$ cat src/logic/scou_map.vh
`ifndef SCOU_MAP_VH
`define SCOU_MAP_VH
// ---------------------------------------------------------------
// command codes
// ---------------------------------------------------------------
`define SCOU_CMD_RUNTIME_WRITE 5'h17
`define SCOU_CMD_UNLOCK 5'h10
`define SCOU_CMD_SETTINGS_LOAD 5'h1F
`define SCOU_CMD_SETTINGS_BURN 5'h19
`define SCOU_CMD_SETTINGS_READ 5'h0F
`define SCOU_CMD_ANALOG_READ 5'h09
`define SCOU_UNLOCK_KEY 16'h8CAE
// ---------------------------------------------------------------
// frame shape
// ---------------------------------------------------------------
`define SCOU_CMD_BITS 5
`define SCOU_NORM_BITS 16
`define SCOU_EXT_BITS 46
`define SCOU_EXT_CLKS_PER_BIT 4
// ---------------------------------------------------------------
// runtime control word fields
// ---------------------------------------------------------------
`define SCOU_RT_SLEEP 15
`define SCOU_RT_GRESET 14
`define SCOU_RT_TESTBUS 9
`define SCOU_RT_OBSKIP 8
`define SCOU_RT_RESET 16'h0000
// ---------------------------------------------------------------
// settings word fields
// ---------------------------------------------------------------
`define SCOU_OTP_TEST_HI 45
`define SCOU_OTP_TEST_LO 44
`define SCOU_OTP_LOCK 13
`define SCOU_OTP_INVERT 11
`define SCOU_OTP_SINE_COMMON_MODE_SELECT 10
`define SCOU_OTP_COSINE_COMMON_MODE_SELECT 9
`define SCOU_OTP_GAIN_HI 8
`define SCOU_OTP_GAIN_LO 7
`define SCOU_OTP_BIAS 6
`define SCOU_OTP_HALL_HI 5
`define SCOU_OTP_HALL_LO 0
`define SCOU_OTP_USER_TOP 11
`define SCOU_OTP_RESET 46'h0000_0000_0000
`endif

$ cat src/logic/scou_sync.v
`timescale 1ns/10ps
// ---------------------------------------------------------------
// two-flop synchroniser for one pin
// ---------------------------------------------------------------
module scou_sync (
  input wire clk,      // system clock
  input wire reset_n,  // async reset
  input wire pin_in,   // asynchronous input
  output wire pin_sync // synchronised level
);
  reg stage1;
  reg stage2;

  // first stage read only by the second
  always @(posedge clk or negedge reset_n) begin
    if (!reset_n) begin
      stage1 <= 1'b0;
      stage2 <= 1'b0;
    end else begin
      stage1 <= pin_in;
      stage2 <= stage1;
    end
  end

  assign pin_sync = stage2;
endmodule // scou_sync

$ cat src/logic/scou_cmd_unit.v
`timescale 1ns/10ps
`include "scou_map.vh"
// Operation
// write 10111 loads control word; bit15 sleep, bit14 global reset
// control bit 9 routes sine/cosine after amplifier to test bus
// control bit 8 disables and bypasses output buffer
// host sends unlock command 16 in normal mode before extended access; here readback command 01001 also runs without the unlock
// host keeps reserved settings bits 12 and up unchanged
// settings bit 11 inverts sine and cosine before amplifier
// settings bit 10 puts common mode on negative sine pin
// settings bit 9 puts common mode on negative cosine pin
// settings bits 8:7 form the two-bit amplifier gain
// settings bit 6 selects 1.5V or 2.5V output bias
// settings bits 5:0 form the six-bit hall bias code
// settings bit 13 locks factory trim bits against change
// device holds a 46-bit programmable word, written over the link
// bits 44 and 45 reserved for cell test, carry no setting
// extended mode uses four serial clocks per data bit
// command 01001 presents one programmed cell per bit phase
// normal frame: C4..C0 then D15..D0, msb first
// upper command bits pick normal/extended read/write
// extended frame has 46 data bits, normal has 16
// access starts at chip select rise; low holds interface reset
// extended write 25 burns the supplied bits permanently
// 11111 loads settings unburnt; 01111 reads them back
// sample on rising clock edges; release data line at select fall
module scou_cmd_unit #(
  parameter NORM_BITS = `SCOU_NORM_BITS,
  parameter EXT_BITS = `SCOU_EXT_BITS
) (
  input wire clk,                         // 10 MHz system clock
  input wire reset_n,                     // async reset, active low
  input wire chip_select,                 // link select pin, high active
  input wire serial_link_clock,           // link clock pin from host
  input wire serial_bidir_line_in,        // data line as seen at pin
  output reg serial_bidir_line_out,       // data driven by device
  output reg serial_bidir_line_oe,        // high while device drives
  output reg burn_voltage_pin_readback,   // level of cell under readback
  output reg analog_readback_active,      // burn pin acts as output
  output reg burn_pulse,                  // one-cycle burn strobe
  output reg [EXT_BITS-1:0] burn_pattern, // bits to burn
  output reg low_power_request,           // sleep, outputs silenced
  output reg global_reset_pulse,          // one-cycle global reset
  output reg test_bus_route,              // channels onto test bus
  output reg output_buffer_skip,          // output buffer bypassed
  output reg invert_channels,             // sine/cosine inverted
  output reg sine_common_mode_select,     // neg sine pin carries cm
  output reg cosine_common_mode_select,   // neg cosine pin carries cm
  output reg [1:0] amp_gain,              // amplifier gain code
  output reg output_bias_level_select,    // 0 low bias, 1 high bias
  output reg [5:0] hall_bias,             // hall bias code
  output reg trim_locked                  // factory trim locked
);
  // ---------------------------------------------------------------
  // states
  // ---------------------------------------------------------------
  localparam ST_IDLE = 3'd0;
  localparam ST_CMD = 3'd1;
  localparam ST_DATA = 3'd2;
  localparam ST_DONE = 3'd3;
  localparam ST_WAIT = 3'd4;

  wire cs_s;
  wire sclk_s;
  wire din_s;
  reg sclk_d;
  reg [2:0] state;
  reg [2:0] cmd_cnt;
  reg [4:0] cmd;
  reg [5:0] bit_cnt;
  reg [1:0] phase;
  reg [EXT_BITS-1:0] shreg;
  reg unlocked;
  reg [15:0] runtime_control_word;
  reg [EXT_BITS-1:0] programmable_settings_word;
  reg [EXT_BITS-1:0] burned;
  reg [EXT_BITS-1:0] next_settings;

  wire sclk_rise = sclk_s & ~sclk_d;
  wire sclk_fall = ~sclk_s & sclk_d;
  wire is_ext = cmd[3];
  wire is_write = cmd[4];
  wire [5:0] frame_bits = is_ext ? EXT_BITS[5:0] : NORM_BITS[5:0];
  wire last_phase = !is_ext || (phase == 2'd3);
  // one cycle per complete frame; cut frames never get here
  wire frame_done = (state == ST_DONE);

  // ---------------------------------------------------------------
  // pin synchronisers
  // ---------------------------------------------------------------
  scou_sync u_sync_cs (
    .clk(clk),
    .reset_n(reset_n),
    .pin_in(chip_select),
    .pin_sync(cs_s)
  );
  scou_sync u_sync_clk (
    .clk(clk),
    .reset_n(reset_n),
    .pin_in(serial_link_clock),
    .pin_sync(sclk_s)
  );
  scou_sync u_sync_din (
    .clk(clk),
    .reset_n(reset_n),
    .pin_in(serial_bidir_line_in),
    .pin_sync(din_s)
  );

  // edge history of the synchronised link clock
  always @(posedge clk or negedge reset_n) begin
    if (!reset_n) begin
      sclk_d <= 1'b0;
    end else begin
      sclk_d <= sclk_s;
    end
  end

  // settings update: lock guards the trim field, test bits untouched
  always @* begin
    next_settings = programmable_settings_word;
    next_settings[`SCOU_OTP_USER_TOP:0] = shreg[`SCOU_OTP_USER_TOP:0];
    if (!programmable_settings_word[`SCOU_OTP_LOCK]) begin
      next_settings[`SCOU_OTP_TEST_LO-1:`SCOU_OTP_USER_TOP+1] =
        shreg[`SCOU_OTP_TEST_LO-1:`SCOU_OTP_USER_TOP+1];
    end
  end

  // ---------------------------------------------------------------
  // link frame engine
  // ---------------------------------------------------------------
  // state, counters and shift register only; register updates and
  // pin drivers sit in processes of their own, one owner per signal
  always @(posedge clk or negedge reset_n) begin
    if (!reset_n) begin
      state <= ST_IDLE;
      cmd_cnt <= 3'd0;
      cmd <= 5'h00;
      bit_cnt <= 6'd0;
      phase <= 2'd0;
      shreg <= `SCOU_OTP_RESET;
    end else if (!cs_s) begin
      // interface held in reset while select is low
      state <= ST_IDLE;
    end else begin
      case (state)
        ST_IDLE: begin
          // select rise opens a new frame
          state <= ST_CMD;
          cmd_cnt <= 3'd0;
          bit_cnt <= 6'd0;
          phase <= 2'd0;
        end
        ST_CMD: begin
          if (sclk_rise) begin
            cmd <= {cmd[3:0], din_s};
            cmd_cnt <= cmd_cnt + 3'd1;
            if (cmd_cnt == 3'd4) begin
              // preload, so read frames shift out the current word
              state <= ST_DATA;
              shreg <= programmable_settings_word;
            end
          end
        end
        ST_DATA: begin
          if (sclk_rise) begin
            phase <= is_ext ? phase + 2'd1 : 2'd0;
            if (last_phase) begin
              if (is_write) begin
                shreg <= {shreg[EXT_BITS-2:0], din_s};
              end
              bit_cnt <= bit_cnt + 6'd1;
              if (bit_cnt == frame_bits - 6'd1) begin
                state <= ST_DONE;
              end
            end
          end
        end
        ST_DONE: begin
          // stays one cycle only, so every action fires once
          state <= ST_WAIT;
        end
        ST_WAIT: begin
          // surplus link clocks are ignored until select falls
          state <= ST_WAIT;
        end
        default: begin
          state <= ST_IDLE;
        end
      endcase
    end
  end

  // ---------------------------------------------------------------
  // answer path: data line and burn pin readback
  // ---------------------------------------------------------------
  // answers move on the falling link edge, so the host sees a
  // settled level at its next rising edge
  always @(posedge clk or negedge reset_n) begin
    if (!reset_n) begin
      serial_bidir_line_out <= 1'b0;
      serial_bidir_line_oe <= 1'b0;
      burn_voltage_pin_readback <= 1'b0;
      analog_readback_active <= 1'b0;
    end else if (!cs_s) begin
      // select low: both pins let go together
      serial_bidir_line_oe <= 1'b0;
      analog_readback_active <= 1'b0;
    end else begin
      if (state == ST_CMD && sclk_rise && cmd_cnt == 3'd4 &&
          {cmd[3:0], din_s} == `SCOU_CMD_ANALOG_READ) begin
        // burn pin turns into a readback output
        analog_readback_active <= 1'b1;
      end
      if (state == ST_DATA && sclk_fall && !is_write) begin
        if (cmd == `SCOU_CMD_SETTINGS_READ && unlocked) begin
          serial_bidir_line_oe <= 1'b1;
          serial_bidir_line_out <= shreg[EXT_BITS-1 - bit_cnt];
        end
        if (analog_readback_active) begin
          burn_voltage_pin_readback <= burned[EXT_BITS-1 - bit_cnt];
        end
      end
    end
  end

  // ---------------------------------------------------------------
  // runtime control word
  // ---------------------------------------------------------------
  // global reset is a strobe, the rest of the word is a level
  always @(posedge clk or negedge reset_n) begin
    if (!reset_n) begin
      runtime_control_word <= `SCOU_RT_RESET;
      global_reset_pulse <= 1'b0;
    end else begin
      global_reset_pulse <= 1'b0;
      if (frame_done && cmd == `SCOU_CMD_RUNTIME_WRITE) begin
        runtime_control_word <= shreg[15:0];
        global_reset_pulse <= shreg[`SCOU_RT_GRESET];
      end
    end
  end

  // ---------------------------------------------------------------
  // extended access unlock
  // ---------------------------------------------------------------
  // survives select low on purpose; a wrong key locks again
  always @(posedge clk or negedge reset_n) begin
    if (!reset_n) begin
      unlocked <= 1'b0;
    end else begin
      if (frame_done && cmd == `SCOU_CMD_UNLOCK) begin
        unlocked <= (shreg[15:0] == `SCOU_UNLOCK_KEY);
      end
    end
  end

  // ---------------------------------------------------------------
  // settings word and burn strobe
  // ---------------------------------------------------------------
  // burned copy stands in for the fuse cells; the strobe and the
  // pattern are what the programming circuit would act on
  always @(posedge clk or negedge reset_n) begin
    if (!reset_n) begin
      programmable_settings_word <= `SCOU_OTP_RESET;
      burned <= `SCOU_OTP_RESET;
      burn_pattern <= `SCOU_OTP_RESET;
      burn_pulse <= 1'b0;
    end else begin
      burn_pulse <= 1'b0;
      if (frame_done && unlocked) begin
        if (cmd == `SCOU_CMD_SETTINGS_LOAD) begin
          programmable_settings_word <= next_settings;
        end
        if (cmd == `SCOU_CMD_SETTINGS_BURN) begin
          // cells only ever go from 0 to 1
          burned <= burned | next_settings;
          programmable_settings_word <= burned | next_settings;
          burn_pattern <= next_settings;
          burn_pulse <= 1'b1;
        end
      end
    end
  end

  // ---------------------------------------------------------------
  // decoded controls, registered
  // ---------------------------------------------------------------
  // runtime controls, one cycle behind the word
  always @(posedge clk or negedge reset_n) begin
    if (!reset_n) begin
      low_power_request <= 1'b0;
      test_bus_route <= 1'b0;
      output_buffer_skip <= 1'b0;
    end else begin
      low_power_request <= runtime_control_word[`SCOU_RT_SLEEP];
      test_bus_route <= runtime_control_word[`SCOU_RT_TESTBUS];
      output_buffer_skip <= runtime_control_word[`SCOU_RT_OBSKIP];
    end
  end

  // settings controls, registered so the analog side sees clean levels
  always @(posedge clk or negedge reset_n) begin
    if (!reset_n) begin
      invert_channels <= 1'b0;
      sine_common_mode_select <= 1'b0;
      cosine_common_mode_select <= 1'b0;
      amp_gain <= 2'd0;
      output_bias_level_select <= 1'b0;
      hall_bias <= 6'd0;
      trim_locked <= 1'b0;
    end else begin
      invert_channels <= programmable_settings_word[`SCOU_OTP_INVERT];
      sine_common_mode_select <= programmable_settings_word[`SCOU_OTP_SINE_COMMON_MODE_SELECT];
      cosine_common_mode_select <= programmable_settings_word[`SCOU_OTP_COSINE_COMMON_MODE_SELECT];
      amp_gain <= programmable_settings_word[`SCOU_OTP_GAIN_HI:`SCOU_OTP_GAIN_LO];
      output_bias_level_select <= programmable_settings_word[`SCOU_OTP_BIAS];
      hall_bias <= programmable_settings_word[`SCOU_OTP_HALL_HI:`SCOU_OTP_HALL_LO];
      trim_locked <= programmable_settings_word[`SCOU_OTP_LOCK];
    end
  end

  // bits 45:44 are never decoded into any setting, see
  // limitation: they are only ever carried through load and burn,
  // so a host that writes them sees its value ignored
endmodule // scou_cmd_unit

$ cat config.mk
export PLATFORM = sky130hd
export DESIGN_NAME = scou_cmd_unit
export DESIGN_NICKNAME = d
export VERILOG_FILES = /design/src/logic/scou_sync.v /design/src/logic/scou_cmd_unit.v
export VERILOG_INCLUDE_DIRS = /design/src /design/src/logic
export SDC_FILE = /design/constraint.sdc
export NUM_CORES = 1
export LEC_CHECK = 0
export ABC_CLOCK_PERIOD_IN_PS = 3600
export BUFFER_PORTS_ARGS = -buffer_cell sky130_fd_sc_hd__buf_2
export CORE_MARGIN = 2
export CORE_UTILIZATION = 49
export CTS_CLUSTER_SIZE = 8
export DETAILED_ROUTE_END_ITERATION = 10
export PLACE_DENSITY = 0.69
export SYNTH_ARGS = -nofsm -noshare
export SYNTH_HDL_FRONTEND = slang
export SYNTH_SLANG_ARGS = --single-unit
$ cat constraint.sdc
create_clock -name clk -period 3.6 [get_ports clk]
set_input_delay 0.36 -clock clk [delete_from_list [all_inputs] [get_ports clk]]
set_output_delay 0.36 -clock clk [all_outputs]
set_load 0.02 [all_outputs]
=== After elaboration in Yosys (flattened, before gate mapping) ===
Cells that the tools add are included.

* Memories kept: 0
* Latch bits: 0
* Input bits: 5
* Memory bits (writable): 0
* Memory bits (read-only): 0
* Output and inout bits: 68
* Register bits after elaboration: 249
* Word-level logic and storage cells: 139

* Add/subtract/negate cells: 5
* Mux-type cells: 37
* Div/mod/pow operators: 0
* Order comparisons: 1
* Eq/ne operators: 27
* Multiply operators: 0
* Reductions and logical operators: 29
* Shift-type cells: 0
* Bitwise gates (word level): 5

{| class="wikitable"
|+ Operators with widths
! operator !! number
|-
| 46-bit two-way mux || 6
|-
| 46-bit one-hot mux with 2 select lines || 1
|-
| 46-bit bitwise OR || 1
|-
| 44-bit two-way mux || 1
|-
| 32-bit by 7-bit < comparator with 1-bit output, second input constant || 1
|-
| 32-bit two-way mux || 1
|-
| 3-bit two-way mux || 7
|-
| 5-bit == test, second input constant || 4
|-
| 6-bit two-way mux || 3
|-
| 16-bit == test, second input constant || 1
|-
| 2-bit != test, second input constant || 8
|-
| 3-bit != test, second input constant || 5
|-
| 3-bit AND reduction || 5
|-
| 1-bit binary-select mux with 6-bit select || 2
|-
| 3-bit one-hot mux with 4 select lines || 1
|-
| 6-bit one-hot mux with 2 select lines || 1
|-
| 5-bit by 4-bit == test with 1-bit output, second input constant || 2
|-
| 1-bit two-way mux || 10
|-
| 1-bit logical AND || 9
|-
| 2-bit nonzero test || 4
|-
| 7-bit AND reduction || 1
|-
| 6-bit by 6-bit subtractor with 7-bit output, first input constant || 1
|-
| 6-bit by 1-bit adder with 6-bit output, second input constant || 1
|-
| 3-bit by 2-bit == test with 1-bit output, second input constant || 2
|-
| 19 further kinds || 26
|}

=== Longest topological paths before layout ===
* Depth in word-level cells: 8
* Mapped depth: 9
* Gate-level depth less buffers: 7

=== By module ===
A second synthesis with hierarchy kept.

* Cells, all modules: 954
* Area total of the unflattened synthesis: 10800.4 µm²

{| class="wikitable"
|+ By module, submodules not included
! module !! times used !! cells an instance !! area an instance (µm²) !! seq. area each (µm²)
|-
| scou_cmd_unit || 1 || 948 || 10650.2 || 5755.5
|-
| scou_sync || 3 || 2 || 50.0 || 50.0
|}

=== Least setup slack after synthesis ===
Ideal clock, no wire load.

* Kind: reg2reg
* Start: register bit_cnt[2]
* End: register serial_bidir_line_out
* Buffers on the path: 2
* Setup time: 0.127 ns
* Cell stages (with the launch flop): 9
* Data required time: 3.473 ns
* Clock period less this slack: 2.111 ns
* Slack: 1.489 ns
* Data arrival time: 1.985 ns
* Path through: dfrtp_1 > ha_1 > buf_2 > buf_2 > mux4_1 > a211oi_2 > a211oi_1 > nor4b_1 > nor2_1

* Longest elaborated chain between the ends: 3

{| class="wikitable"
|+ Ends and longest elaborated chain
! item !! RTL line !! RTL
|-
| from (decl) || scou_cmd_unit.v:70 || <nowiki>reg [5:0] bit_cnt;</nowiki>
|-
| from (signal assigned) || scou_cmd_unit.v:172 || <nowiki>bit_cnt <= bit_cnt + 6'd1;</nowiki>
|-
| 6-bit by 6-bit subtractor with 7-bit output || scou_cmd_unit.v:218 || <nowiki>serial_bidir_line_out <= shreg[EXT_BITS-1 - bit_cnt];</nowiki>
|-
| 1-bit binary-select mux with 6-bit select || scou_cmd_unit.v:218 ||
|-
| 1-bit two-way mux (not written as such) || scou_cmd_unit.v:218 ||
|-
| to (signal assigned) || scou_cmd_unit.v:218 ||
|-
| to (decl) || scou_cmd_unit.v:36 || <nowiki>output reg serial_bidir_line_out,</nowiki>
|}

Every way passes these cells. The select of a mux whose other input is x is not followed.
A chain may end at the register's enable or synchronous reset.

=== Final worst setup path ===
Same ends and word-level chain as after synthesis.

==> flow_summary.yaml <==
outcome:
  status: "finished, final reports clean"
layout:
  postLayoutCellArea_um2: 12300
  mostFrequentLayoutCells: "dfrtp_1 (235), a21oi_1 (125), nand2_1 (109), nor2_1 (101), mux2i_1 (97)"
  area_delta_synth_final_pct: 14.3
  fin_util_pct: 56.6
  final_cells: 1340
  nets: 1067
  final_common_cell: "dfrtp_1"
  drive_above_1_share_pct: 17.9
  diodes: 0
yosys:
  syn-cell-area_um2: 10700
  synth_top_area_share_pct: 55.0
  ys_seq_elements: 236
  yosysTopAreaCell: "dfrtp_1"
  async_flop_share_pct: 100
  seq_area_frac_synth_pct: 55.0
  synth.area.top_cells: "dfrtp_1 (55%), mux2i_1 (9.0%), a21oi_1 (5.9%)"
  synth_nets: 1003
  syn_area_per_cell_um2: 10.8
  yosysWarnings: 0
  synth.distinct_cells: 58
  syn-instance-count: 993
  synth-edff-count: 0
  synth_flop_cell: "dfrtp_1"
route:
  wire_per_inst_um: 18.3
  wl_mm: 24.5
  firstDrtPassIters: 5
  num_vias: 7725
  dr.first_iter.drc_count: 531
  drtAntennaViolNets: 0
  viasPerCell: 5.76
  drc: 0
place:
  dp_slack_ps: 1060
  post-dp-hpwl_mm: 15.2
  place_congestion: 0.826
  placed_area_um2: 11300
  dp.cells: 1296
  port_buffers: 72
global_route:
  grt_pass1_wl_mm: 40.8
  grt_max_degree: 120
  grt_pass1_vias: 7466
  antenna_found_initial: 0
  track_usage_pct: 21.5
  grt-ovfl-total: 0
cts:
  cts_tree: "done"
  h-tree-depth: 2
  clock_latency_ps: 500
  clockBufferDepth: 3
  cts_root_buf: "clkbuf_16"
  numCtsBuffers: 35
  clk_pin_slew_worst_paths_ps: 50
  cts.sinks: 236
  post-cts-setup-buffer-count: 0
sta:
  fmax_mhz: 385
  post-route-period-util_pct: 72.2
  setup_ws_ps: 1000
  slew_violations: 0
  fin_crit_ps: 2600
  hold_viol: 0
  tns_ps: 0
  finClkSkew_ps: 24.0
  holdWs_ps: 346
  setup_viol: 0
  slew_headroom_pct: 39.8
  worstMarginPinSlew_ps: 903
  rsz0062_at_grt: "false"
critical_path:
  startpoint_type: "flop"
  crit_required_ps: 3970
  reg2reg_setup_slack_ps: 1000
  path_max_fanout: 14
  end_kind: "flop"
  critical_path_class: "reg2reg"
  cp_data_arrival_time_ps: 2960
flow_run:
  cap_violations: 0
power:
  total_power_mw: 5.70
  pwr_density_cell_nw_per_um2: 464
  p_leak_nw: 6.01
  vdd.ir_drop.worst_mv: 0.276
floorplanning:
  dieArea_um2: 23100
  start_util_pct: 49.5
  ioPinCount: 73
  rows: 54
  die_w_um: 152
  dieHeight_um: 152
  core_area_um2: 21700
worst_hold_path:
  hp-class: "reg2reg"
power breakdown:
| group | switching [mW] | internal [mW] | total [mW] |
|---|---|---|---|
| Sequential | 0.0509 | 2.69 | 2.74 |
| Clock | 1.07 | 1.74 | 2.81 |
| Combinational | 0.0909 | 0.0491 | 0.140 |
worst max-delay path: stages (launching register included):
cell and delay, ps:
dfrtp_1 450, ha_1 670, buf_4 320, mux4_1 290, mux2i_1 150, or2_2 120, a21oi_1 60, nor4b_1 340
nor2_1 80
layout make-up:
type	instances	area, µm²
fill	1806	9410
timing repair buffer	93	563
inverter	8	30.0
sequential	236	5910
clock buffer	39	901
clock inverter	1	8.76
multi-input combinational	683	4520
tap	280	350
metal layers:
metal | GRT usage (%) | part of all wire (%)
met4 | 5.25 | 1.7
met5 | 0 | 0
met2 | 33.4 | 46
met1 | 31.9 | 47
met3 | 3.51 | 4.7
state kept, by name (all words and copies together) (netlist names), 2 cells and up:
signal                      count
programmable_settings_word     46
cmd_cnt                         3
phase                           2
burned                         46
cmd                             5
runtime_control_word            3
hall_bias                       6
bit_cnt                         6
amp_gain                        2
burn_pattern                   46
shreg                          46
state                           3
cells by family after synthesis:
kind of cell,share of synthesized area (%)
xor gates and xnor gates,0.746
buffers and inverters,3.25
muxes,13.3
and+or+nand+nor,13.5
AOI/OAI and AO/OA,13.6
DFF,55.0
adders and majority gates,0.582
cells in the mapped netlist, types with 6 or more instances:
library cell	instances
dfrtp_1	236
o21ai_0	18
a21o_1	36
mux4_2	10
inv_1	7
nand4_1	6
mux2_2	9
mux2i_1	97
nand2b_1	17
or2_2	32
nand3_1	11
a31oi_1	8
nor3_1	6
nand2_1	109
clkbuf_1	22
nor2_1	103
a21oi_1	126
a2bb2oi_1	32
buf_2	36
path summary, 6_finish.rpt:
check	start	to	cells past startpoint
min in group asynchronous	reset_n	burn_pulse	2
worst min-delay path	u_sync_clk.stage1	u_sync_clk.pin_sync	0
worst min register to register	u_sync_clk.stage1	u_sync_clk.pin_sync	0
worst max register to register	bit_cnt[2]	serial_bidir_line_out	8
worst max-delay path	bit_cnt[2]	serial_bidir_line_out	8
max in group asynchronous	reset_n	cmd[2]	3
what timing repair did:
| action | in CTS | in global routing |
|---|---|---|
| hold buffers | 4 | 0 |
| resized for setup | 0 | 0 |
| endpoints found under the setup margin | 0 | 0 |
| endpoints found under the hold margin | 4 | 0 |
No activity file was read; power rests on OpenSTA's default activity.
